`config.mk`:
```
export PLATFORM = sky130hd
export DESIGN_NAME = synth_core
export DESIGN_NICKNAME = d
export VERILOG_FILES = /design/src/synth_pkg.sv /design/src/synth_core.sv
export SDC_FILE = /design/constraint.sdc
export NUM_CORES = 1
export LEC_CHECK = 0
export BUFFER_PORTS_ARGS = -buffer_cell sky130_fd_sc_hd__buf_2
export CORE_MARGIN = 4
export CORE_UTILIZATION = 62
export DETAILED_ROUTE_END_ITERATION = 16
export PLACE_DENSITY = 0.79
export RECOVER_POWER = 25
export SLEW_MARGIN = 20
export SYNTH_ARGS = -nofsm -noshare
export SYNTH_HDL_FRONTEND = slang
export SYNTH_SLANG_ARGS = --single-unit
```
`constraint.sdc`:
```
create_clock -name clk_i -period 3.3 [get_ports clk_i]
set_clock_uncertainty 0.1 [all_clocks]
set_input_delay 0.495 -clock clk_i [delete_from_list [all_inputs] [get_ports clk_i]]
set_output_delay 0.495 -clock clk_i [all_outputs]
set_load 0.01 [all_outputs]
```
`src/synth_pkg.sv`:
```
// constants, field layout and presets for the synthesizer digital core
// assumes a 25 MHz crystal clock and a single serial-write port
// What this block does
// - reference divider divides crystal by R 4..1023
// - feedback uses prescaler, 4-bit and 13-bit counters
// - prescaler 17 until swallow ends, then 16
// - ratio bits 0-3 swallow, 4-16 program counter
// - swallow 0..15, program 4..8191, ratio 64..131071
// - separate rx and tx settings, mode selects pair
// - serial writes in programmable mode, presets standalone
// - lock drives shared pin only in programmable mode
// - qualify counter counts only while pulses overlap
// - threshold sets counts needed before lock
// - unlock reloads qualify counter, drops lock if latch select 1
// - watch counter reloads on overlap, else decrements
// - tolerance sets clocks without overlap before unlock
// - latch select 0 holds lock for active mode
// - programmable detector polarity setting
// - programmable charge pump current setting
// - oscillator current limits; equal disables regulation
// - first select-pin change enters programmable mode
// - idle mode keeps last rx or tx settings
package synth_pkg;
  localparam int FRAME_W = 24;
  localparam int ADDR_HI = 23;
  localparam int ADDR_LO = 21;
  localparam logic [2:0] A_RX_REF = 3'h0;
  localparam logic [2:0] A_RX_FB  = 3'h1;
  localparam logic [2:0] A_TX_REF = 3'h2;
  localparam logic [2:0] A_TX_FB  = 3'h3;
  localparam logic [2:0] A_CFG    = 3'h4;
  localparam logic [2:0] A_LOCK   = 3'h5;
  // config and lock word fields
  localparam int F_OPM    = 0;
  localparam int F_LATCH  = 2;
  localparam int F_POL    = 3;
  localparam int F_PUMP   = 4;
  localparam int F_VCO    = 6;
  localparam int F_OSC_STARTUP_CURRENT  = 8;
  localparam int F_OSC_STEADY_CURRENT  = 12;
  localparam int F_THR    = 0;
  localparam int F_TOL    = 8;
  localparam int SWAL_W   = 4;
  // reset values double as standalone presets
  localparam logic [9:0]  RX_REF_RST = 10'h020;
  localparam logic [16:0] RX_FB_RST  = 17'h00d8c;
  localparam logic [9:0]  TX_REF_RST = 10'h020;
  localparam logic [16:0] TX_FB_RST  = 17'h00e4c;
  localparam logic [9:0]  R_MIN      = 10'h004;
  localparam logic [1:0]  PUMP_RST   = 2'h3;
  localparam logic [1:0]  VCO_RST    = 2'h1;
  localparam logic [3:0]  OSC_STARTUP_CURRENT_RST  = 4'hc;
  localparam logic [3:0]  OSC_STEADY_CURRENT_RST  = 4'h4;
  localparam logic [7:0]  THR_RST    = 8'h10;
  localparam logic [7:0]  TOL_RST    = 8'h08;
  localparam logic [4:0]  PRE_LAST17 = 5'h10;
  localparam logic [4:0]  PRE_LAST16 = 5'h0f;
  typedef enum logic [3:0] {
    M_OFF  = 4'b0001,
    M_RX   = 4'b0010,
    M_TX   = 4'b0100,
    M_IDLE = 4'b1000
  } mode_t;
endpackage : synth_pkg

```
`src/synth_core.sv`:
```
// divider chain, lock detector, mode and serial settings of the synthesizer
// assumes all pins sampled on clk_i; vco_i pulses once per vco period
`timescale 1ns/1ps
module synth_core (
  input  wire logic       clk_i,
  input  wire logic       rst_n_i,
  input  wire logic       re_sclk_i,
  input  wire logic       te_sdta_i,
  input  wire logic       freqsel0_serial_enable_pin_i,
  input  wire logic       freqsel1_lock_pin_i,
  input  wire logic       vco_i,
  input  wire logic       up_i,
  input  wire logic       dn_i,
  output logic            freqsel1_lock_pin_o,
  output logic            freqsel1_lock_pin_oe_o,
  output logic            ref_pulse_o,
  output logic            fb_pulse_o,
  output logic            rx_o,
  output logic            tx_o,
  output logic            programmable_mode_o,
  output logic            detector_polarity_o,
  output logic [1:0]      pump_current_o,
  output logic [1:0]      oscillator_current_o,
  output logic [3:0]      osc_startup_current_o,
  output logic [3:0]      osc_steady_current_o,
  output logic            amp_reg_en_o
);
  typedef struct packed {
    synth_pkg::mode_t mode;
    logic        last_tx;
    logic        armed;
    logic        sden0;
    logic        programmable_mode;
    logic        sclk_q;
    logic        sden_q;
    logic [23:0] sh;
    logic [4:0]  bits;
    logic [9:0]  rx_ref;
    logic [16:0] rx_fb;
    logic [9:0]  tx_ref;
    logic [16:0] tx_fb;
    logic [1:0]  opm;
    logic        latch_sel;
    logic        pol;
    logic [1:0]  pump;
    logic [1:0]  oscillator_current_setting;
    logic [3:0]  osc_startup_current;
    logic [3:0]  osc_steady_current;
    logic [7:0]  thr;
    logic [7:0]  tol;
    logic [9:0]  r_cnt;
    logic [4:0]  pre;
    logic [3:0]  a_cnt;
    logic [12:0] b_cnt;
    logic [7:0]  qual;
    logic [7:0]  watch;
    logic        lock;
    logic        ref_p;
    logic        fb_p;
    logic        amp_en;
    logic        ld_pin;
  } state_t;

  state_t st_reg;
  state_t st_next;
  logic        pum_now;
  logic        enter;
  logic        use_tx;
  logic        running;
  logic        overlap;
  logic        unlock;
  logic [9:0]  r_sel;
  logic [16:0] n_sel;
  logic [1:0]  opm_now;
  logic [20:0] wdata;

  ////////////////////////////////////////////////////////////////////
  always_comb begin
    st_next = st_reg;
    // any level change after reset release counts as the switch
    pum_now = st_reg.programmable_mode | (st_reg.armed & (freqsel0_serial_enable_pin_i != st_reg.sden0));
    st_next.armed = 1'b1;
    if (!st_reg.armed) begin
      st_next.sden0 = freqsel0_serial_enable_pin_i;
    end
    st_next.programmable_mode = pum_now;
    st_next.sclk_q = re_sclk_i;
    st_next.sden_q = freqsel0_serial_enable_pin_i;
    wdata = st_reg.sh[20:0];

    // serial shift, msb first, committed on falling enable
    if (pum_now && freqsel0_serial_enable_pin_i) begin
      if (re_sclk_i && !st_reg.sclk_q) begin
        st_next.sh = {st_reg.sh[22:0], te_sdta_i};
        st_next.bits = st_reg.bits + 5'h01;
      end
    end else begin
      st_next.bits = 5'h00;
    end
    // short or long frames are dropped whole
    if (st_reg.programmable_mode && st_reg.sden_q && !freqsel0_serial_enable_pin_i
        && st_reg.bits == 5'(synth_pkg::FRAME_W)) begin
      case (st_reg.sh[synth_pkg::ADDR_HI:synth_pkg::ADDR_LO])
        synth_pkg::A_RX_REF: st_next.rx_ref = wdata[9:0];
        synth_pkg::A_RX_FB:  st_next.rx_fb = wdata[16:0];
        synth_pkg::A_TX_REF: st_next.tx_ref = wdata[9:0];
        synth_pkg::A_TX_FB:  st_next.tx_fb = wdata[16:0];
        synth_pkg::A_CFG: begin
          st_next.opm = wdata[synth_pkg::F_OPM +: 2];
          st_next.latch_sel = wdata[synth_pkg::F_LATCH];
          st_next.pol = wdata[synth_pkg::F_POL];
          st_next.pump = wdata[synth_pkg::F_PUMP +: 2];
          st_next.oscillator_current_setting = wdata[synth_pkg::F_VCO +: 2];
          st_next.osc_startup_current = wdata[synth_pkg::F_OSC_STARTUP_CURRENT +: 4];
          st_next.osc_steady_current = wdata[synth_pkg::F_OSC_STEADY_CURRENT +: 4];
        end
        synth_pkg::A_LOCK: begin
          st_next.thr = wdata[synth_pkg::F_THR +: 8];
          st_next.tol = wdata[synth_pkg::F_TOL +: 8];
        end
        default: ;
      endcase
    end
    st_next.amp_en = (st_next.osc_startup_current != st_next.osc_steady_current);

    ////////////////////////////////////////////////////////////////////
    // mode select: pins in standalone, config word otherwise
    opm_now = pum_now ? st_reg.opm : {te_sdta_i, re_sclk_i};
    case (opm_now)
      2'h1: st_next.mode = synth_pkg::M_RX;
      2'h2: st_next.mode = synth_pkg::M_TX;
      2'h3: st_next.mode = synth_pkg::M_IDLE;
      default: st_next.mode = synth_pkg::M_OFF;
    endcase
    if (st_reg.mode == synth_pkg::M_RX) begin
      st_next.last_tx = 1'b0;
    end
    if (st_reg.mode == synth_pkg::M_TX) begin
      st_next.last_tx = 1'b1;
    end
    use_tx = (st_reg.mode == synth_pkg::M_TX)
           | ((st_reg.mode == synth_pkg::M_IDLE) & st_reg.last_tx);
    running = (st_reg.mode != synth_pkg::M_OFF);
    r_sel = use_tx ? st_reg.tx_ref : st_reg.rx_ref;
    n_sel = use_tx ? st_reg.tx_fb : st_reg.rx_fb;
    if (r_sel < synth_pkg::R_MIN) begin
      r_sel = synth_pkg::R_MIN;
    end

    ////////////////////////////////////////////////////////////////////
    // reference divider, reload on wrap or while off
    st_next.ref_p = 1'b0;
    if (!running) begin
      st_next.r_cnt = r_sel - 10'h001;
    end else if (st_reg.r_cnt == 10'h000) begin
      st_next.r_cnt = r_sel - 10'h001;
      st_next.ref_p = 1'b1;
    end else begin
      st_next.r_cnt = st_reg.r_cnt - 10'h001;
    end

    // pulse swallow feedback divider
    st_next.fb_p = 1'b0;
    if (!running) begin
      st_next.pre = 5'h00;
      st_next.a_cnt = n_sel[3:0];
      st_next.b_cnt = n_sel[16:4];
    end else if (vco_i) begin
      if ((st_reg.a_cnt != 4'h0 && st_reg.pre == synth_pkg::PRE_LAST17)
          || (st_reg.a_cnt == 4'h0 && st_reg.pre == synth_pkg::PRE_LAST16)) begin
        st_next.pre = 5'h00;
        if (st_reg.b_cnt <= 13'h0001) begin
          st_next.fb_p = 1'b1;
          st_next.a_cnt = n_sel[synth_pkg::SWAL_W-1:0];
          st_next.b_cnt = n_sel[16:synth_pkg::SWAL_W];
        end else begin
          st_next.b_cnt = st_reg.b_cnt - 13'h0001;
          if (st_reg.a_cnt != 4'h0) begin
            st_next.a_cnt = st_reg.a_cnt - 4'h1;
          end
        end
      end else begin
        st_next.pre = st_reg.pre + 5'h01;
      end
    end

    ////////////////////////////////////////////////////////////////////
    // lock detector
    enter = (st_next.mode == synth_pkg::M_RX || st_next.mode == synth_pkg::M_TX)
          && (st_reg.mode != st_next.mode);
    overlap = up_i & dn_i;
    unlock = (st_reg.watch == 8'h00);
    if (enter) begin
      st_next.qual = st_reg.thr;
      st_next.watch = st_reg.tol;
    end else begin
      if (overlap) begin
        st_next.watch = st_reg.tol;
      end else if (st_reg.watch != 8'h00) begin
        st_next.watch = st_reg.watch - 8'h01;
      end
      if (unlock) begin
        st_next.qual = st_reg.thr;
      end else if (overlap && st_reg.qual != 8'h00) begin
        st_next.qual = st_reg.qual - 8'h01;
      end
    end
    // lock only lives during receive or transmit
    if (enter || !(st_next.mode == synth_pkg::M_RX || st_next.mode == synth_pkg::M_TX)) begin
      st_next.lock = 1'b0;
    end else if (unlock) begin
      st_next.lock = st_reg.lock & !st_reg.latch_sel;
    end else if (st_reg.qual == 8'h00) begin
      st_next.lock = 1'b1;
    end
    // pin copy kept in its own flop so the output needs no gate
    st_next.ld_pin = st_next.lock & st_next.programmable_mode;
  end

  always_ff @(posedge clk_i or negedge rst_n_i) begin
    if (!rst_n_i) begin
      st_reg <= '{mode: synth_pkg::M_OFF, rx_ref: synth_pkg::RX_REF_RST,
                  rx_fb: synth_pkg::RX_FB_RST, tx_ref: synth_pkg::TX_REF_RST,
                  tx_fb: synth_pkg::TX_FB_RST, pump: synth_pkg::PUMP_RST,
                  oscillator_current_setting: synth_pkg::VCO_RST, osc_startup_current: synth_pkg::OSC_STARTUP_CURRENT_RST,
                  osc_steady_current: synth_pkg::OSC_STEADY_CURRENT_RST, thr: synth_pkg::THR_RST,
                  tol: synth_pkg::TOL_RST, amp_en: 1'b1, default: '0};
    end else begin
      st_reg <= st_next;
    end
  end

  ////////////////////////////////////////////////////////////////////
  // fs1 is a frequency select input in standalone and unused here
  assign freqsel1_lock_pin_o = st_reg.ld_pin;
  assign freqsel1_lock_pin_oe_o = st_reg.programmable_mode;
  assign ref_pulse_o = st_reg.ref_p;
  assign fb_pulse_o = st_reg.fb_p;
  assign rx_o = st_reg.mode[1];
  assign tx_o = st_reg.mode[2];
  assign programmable_mode_o = st_reg.programmable_mode;
  assign detector_polarity_o = st_reg.pol;
  assign pump_current_o = st_reg.pump;
  assign oscillator_current_o = st_reg.oscillator_current_setting;
  assign osc_startup_current_o = st_reg.osc_startup_current;
  assign osc_steady_current_o = st_reg.osc_steady_current;
  assign amp_reg_en_o = st_reg.amp_en;
endmodule : synth_core

```
==> results by group <==
Synth
  • Seq/Total Area, Yosys: between 50% and 60%
  • Ys flop type: dfrtp_1
  • Yosys reg bits: ~180
  • Synth Net Count: around 770
  • Mapped cell area: 8900 µm²
  • Cells after synthesis: 740
  • Asr flop ratio synth: 100%
  • Synth unique cells: 67
  • Number of flops mapped to enable cells by yosys: 0
  • Syn avg cell area: approximately 12 µm²
  • Warnings from Yosys: 0

Routing
  • WL/cell: ~19 µm
  • First drt pass iteration count: 5
  • Vias per cell: 6.10
  • Post-DRT Antenna Nets: 0
  • Total Routed Length: 18400 µm
  • Initial drt markers: around 470
  • DRC: 0
  • Vias: about 5800

STA
  • Slew headroom: -43.8%
  • Tcrit/Tclk final: between 90% and 100%
  • Final hold vios: 0
  • RSZ-0062 raised after global routing: no
  • Max Slew Vio Count: 86
  • Worst-Margin Slew: about 2.2 ns
  • Final Setup Violations: 0
  • Minimum clock period: just over 3 ns
  • TNS Setup: 0 ns
  • Max Fclk: 323 MHz

Floorplan
  • Initial Util: 63.6%
  • Total die area: around 16000 µm²
  • Die H: around 130 µm
  • # IOs: 30
  • Site row count: 43
  • Overall die width: approximately 130 µm
  • Core Region: between 10000 and 15000 µm²

Clocking
  • TritonCTS clock tree: built
  • CTS Root Cell: clkbuf_16
  • CTS Buffer Depth: 2
  • # Post-CTS Setup Buffers: 0
  • Clk sinks: between 150 and 200
  • Clock Latency Late Sink: 0.43 ns
  • Clock Pin Slew Worst Setup and Hold Paths: roughly 0.07 ns
  • Number of buffers created by CTS: 17
  • CTS H-Tree Depth: 4

Pwr
  • Sw frac: 25.5%
  • Overall Power: 5.31 mW
  • Net switching power figure: 1.35 mW
  • Leak: around 4.8 nW
  • Combinational share of power: roughly 9.9%
  • Power Density: around 540 nW/µm²
  • Fraction of power consumed by sequential logic: around half
  • Internal cell power: about 4.0 mW
  • Clock power frac: around two fifths
  • Worst vdd ir: between 0.4 and 0.5 mV

Placed design
  • HPWL Detailed: ~12000 µm
  • Gpl congestion: between 0.9 and 1
  • Port buffer count: 28
  • Placed insts: 926

Min path
  • Hold/Removal Path Class: input port to flop
  • HP Start: re_sclk_i

Global routing
  • First-pass GRT wire length: 31100 µm
  • Vias in the first global route: around 6100
  • Total track usage: a little under a quarter
  • Grt ovf: 0
  • Initial antenna violation count: 0
  • Largest net degree at the start of global routing: between 80 and 90

Critical path
  • CP required: around 3.5 ns
  • Startpoint Class: flop
  • Crit Reg-Reg Startpoint: st_reg[171]$_DFFE_PN0N_
  • Element type at the critical path end: flop
  • Critical path origin: st_reg[171]$_DFFE_PN0N_
  • WP data arrival: approximately 3.3 ns
  • Crit Path Category: flop to flop
  • Largest fanout on the critical path: 11

Outcome
  • Status: finished with violations
  • Failing checks: capacitance limit, slew limit

Cells and area
  • FILL cells: 964
  • Layout area overhead: 10.5%
  • Antenna cell count: 0
  • Share of layout cells above drive strength 1: around 33%
  • Nets: between 700 and 800
  • Final instance count without filler cells: around 960
  • Max reg flops: roughly 160

Job
  • Max-cap violations: 1
-- power groups by stage --
stage	sequential (mW)	clock (mW)	combinational, mW
after CTS	2.56	2.25	0.537
final	2.56	2.22	0.528
after detailed placement	2.59	0	0.523
after global placement	2.58	0	0.483
after floorplan	2.49	0	0.397
after global routing	2.58	2.34	0.598
-- per-layer routing --
metal / wire length [µm] / vias up / part of all wire, % / global-route usage, %
met3: 534 / 20 / 2.9 / 4.67
met4: 206 / 0 / 1.1 / 6.37
met1: 8340 / 3006 / 45 / 32.1
met2: 9310 / 97 / 51 / 40.3
li1: - / 2719 / - / -
met5: 0 / - / 0 / 0
-- cells in the final DEF (no fill, tap or decap), types with 5 or more instances in the layout --
| cell type | n |
|---|---|
| or3_1 | 6 |
| nor2_1 | 50 |
| nor3_1 | 21 |
| nor3b_1 | 6 |
| inv_1 | 22 |
| o21ai_0 | 15 |
| xnor2_1 | 19 |
| nand3_1 | 8 |
| buf_2 | 25 |
| mux2_2 | 135 |
| clkbuf_16 | 17 |
| nand2_1 | 27 |
| xor2_1 | 17 |
| nor4_1 | 9 |
| nand4_1 | 8 |
| mux2i_1 | 36 |
| dfstp_2 | 24 |
| buf_4 | 18 |
| ha_1 | 18 |
| bufinv_16 | 5 |
| a211oi_1 | 6 |
| nor2b_1 | 5 |
| dfrtp_1 | 154 |
| a21oi_1 | 30 |
-- cell families after synthesis --
family                     count (synthesis)  share of synthesized area, %
DFF                                      178                          50.4
and+or+nand+nor                          173                          11.1
muxes                                    172                          21.2
AOI/OAI and AO/OA                         99                          7.59
buffers and inverters                     63                          3.58
xor gates and xnor gates                  36                          3.54
adders and majority gates                 18                          2.53
other                                      1                        0.0421
-- critical path: stages (launching register included) --
cell and delay, ns:
dfrtp_1 0.38, xor2_1 0.17, a21oi_2 0.29, mux2i_1 0.38, inv_1 0.12, ha_1 0.24, xnor2_1 0.24, a41oi_1 0.25
a21oi_1 0.23, buf_4 0.22, mux2_2 0.35
-- cell type report --
type / count / area [µm²] / area share (%)
Sequential cell: 178 / 4480 / 45.6
Multi-Input combinational cell: 499 / 4110 / 41.8
Clock buffer: 20 / 447 / 4.54
Timing Repair Buffer: 47 / 278 / 2.82
Tap cell: 180 / 225 / 2.29
Clock inverter: 12 / 204 / 2.07
Inverter: 22 / 82.6 / 0.840
-- synthesized netlist by cell type, types with 2 or more instances --
| cell type | n | area (µm²) |
|---|---|---|
| dfrtp_1 | 154 | 3850 |
| mux2_2 | 135 | 1520 |
| nor2_1 | 50 | 188 |
| mux2i_1 | 36 | 360 |
| a21oi_1 | 31 | 155 |
| nand2_1 | 27 | 101 |
| dfstp_2 | 24 | 631 |
| inv_1 | 22 | 82.6 |
| nor3_1 | 21 | 105 |
| xnor2_1 | 19 | 166 |
| ha_1 | 18 | 225 |
| xor2_1 | 17 | 149 |
| buf_4 | 16 | 120 |
| o21ai_0 | 15 | 75.1 |
| buf_2 | 12 | 60.1 |
| clkbuf_1 | 12 | 45.0 |
| nor4_1 | 10 | 62.6 |
| nand3_1 | 8 | 40.0 |
| nand4_1 | 8 | 50.1 |
| a211oi_1 | 6 | 45.0 |
| nor3b_1 | 6 | 45.0 |
| or3_1 | 6 | 37.5 |
| nor2b_1 | 5 | 31.3 |
| a31oi_1 | 4 | 25.0 |
| and3_1 | 4 | 25.0 |
| o2bb2ai_1 | 4 | 35.0 |
| o31ai_1 | 4 | 30.0 |
| a21o_1 | 3 | 22.5 |
| a22o_1 | 3 | 26.3 |
| nand4b_1 | 3 | 26.3 |
| o211ai_1 | 3 | 22.5 |
| o22a_1 | 3 | 26.3 |
| o22ai_1 | 3 | 18.8 |
| or2_2 | 3 | 18.8 |
| or4_1 | 3 | 22.5 |
| a2bb2oi_1 | 2 | 17.5 |
| a31o_2 | 2 | 17.5 |
| a32oi_1 | 2 | 17.5 |
| nand2b_1 | 2 | 12.5 |
| nor4_4 | 2 | 42.5 |
| nor4b_1 | 2 | 17.5 |
| nor4b_4 | 2 | 47.6 |
| o21a_1 | 2 | 15.0 |
| o31a_1 | 2 | 17.5 |
| or4b_1 | 2 | 20.0 |
-- final timing paths --
check	cells past startpoint	slack, ns	end
max	10	0.20	st_reg[8]$_DFFE_PN0P_
min	1	0.14	st_reg[169]$_DFF_PN0_
max reg2reg	10	0.20	st_reg[8]$_DFFE_PN0P_
min reg2reg	1	0.40	st_reg[27]$_DFFE_PN0P_
max in group asynchronous	2	0.67	st_reg[116]$_DFFE_PN0P_
min in group asynchronous	1	0.58	st_reg[47]$_DFF_PN0_
-- stage by stage --
stage,worst slack [ns],util [%],area (µm²),hold slack (ns)
floorplan,0.278,-,8900,0.0994
global placement,0.106,65.8,9200,0.368
detailed placement,0.00107,65.8,9200,0.378
CTS,0.0667,70.4,9850,0.0579
global route,0.0200,70.3,9830,0.121
finish,0.199,70.3,9830,0.141
-- repair_timing --
action	4_1_cts	5_1_grt
resized for setup	0	2
endpoints found under the setup margin	0	14
hold buffers	0	0
(Power assumes the default switching activity.)
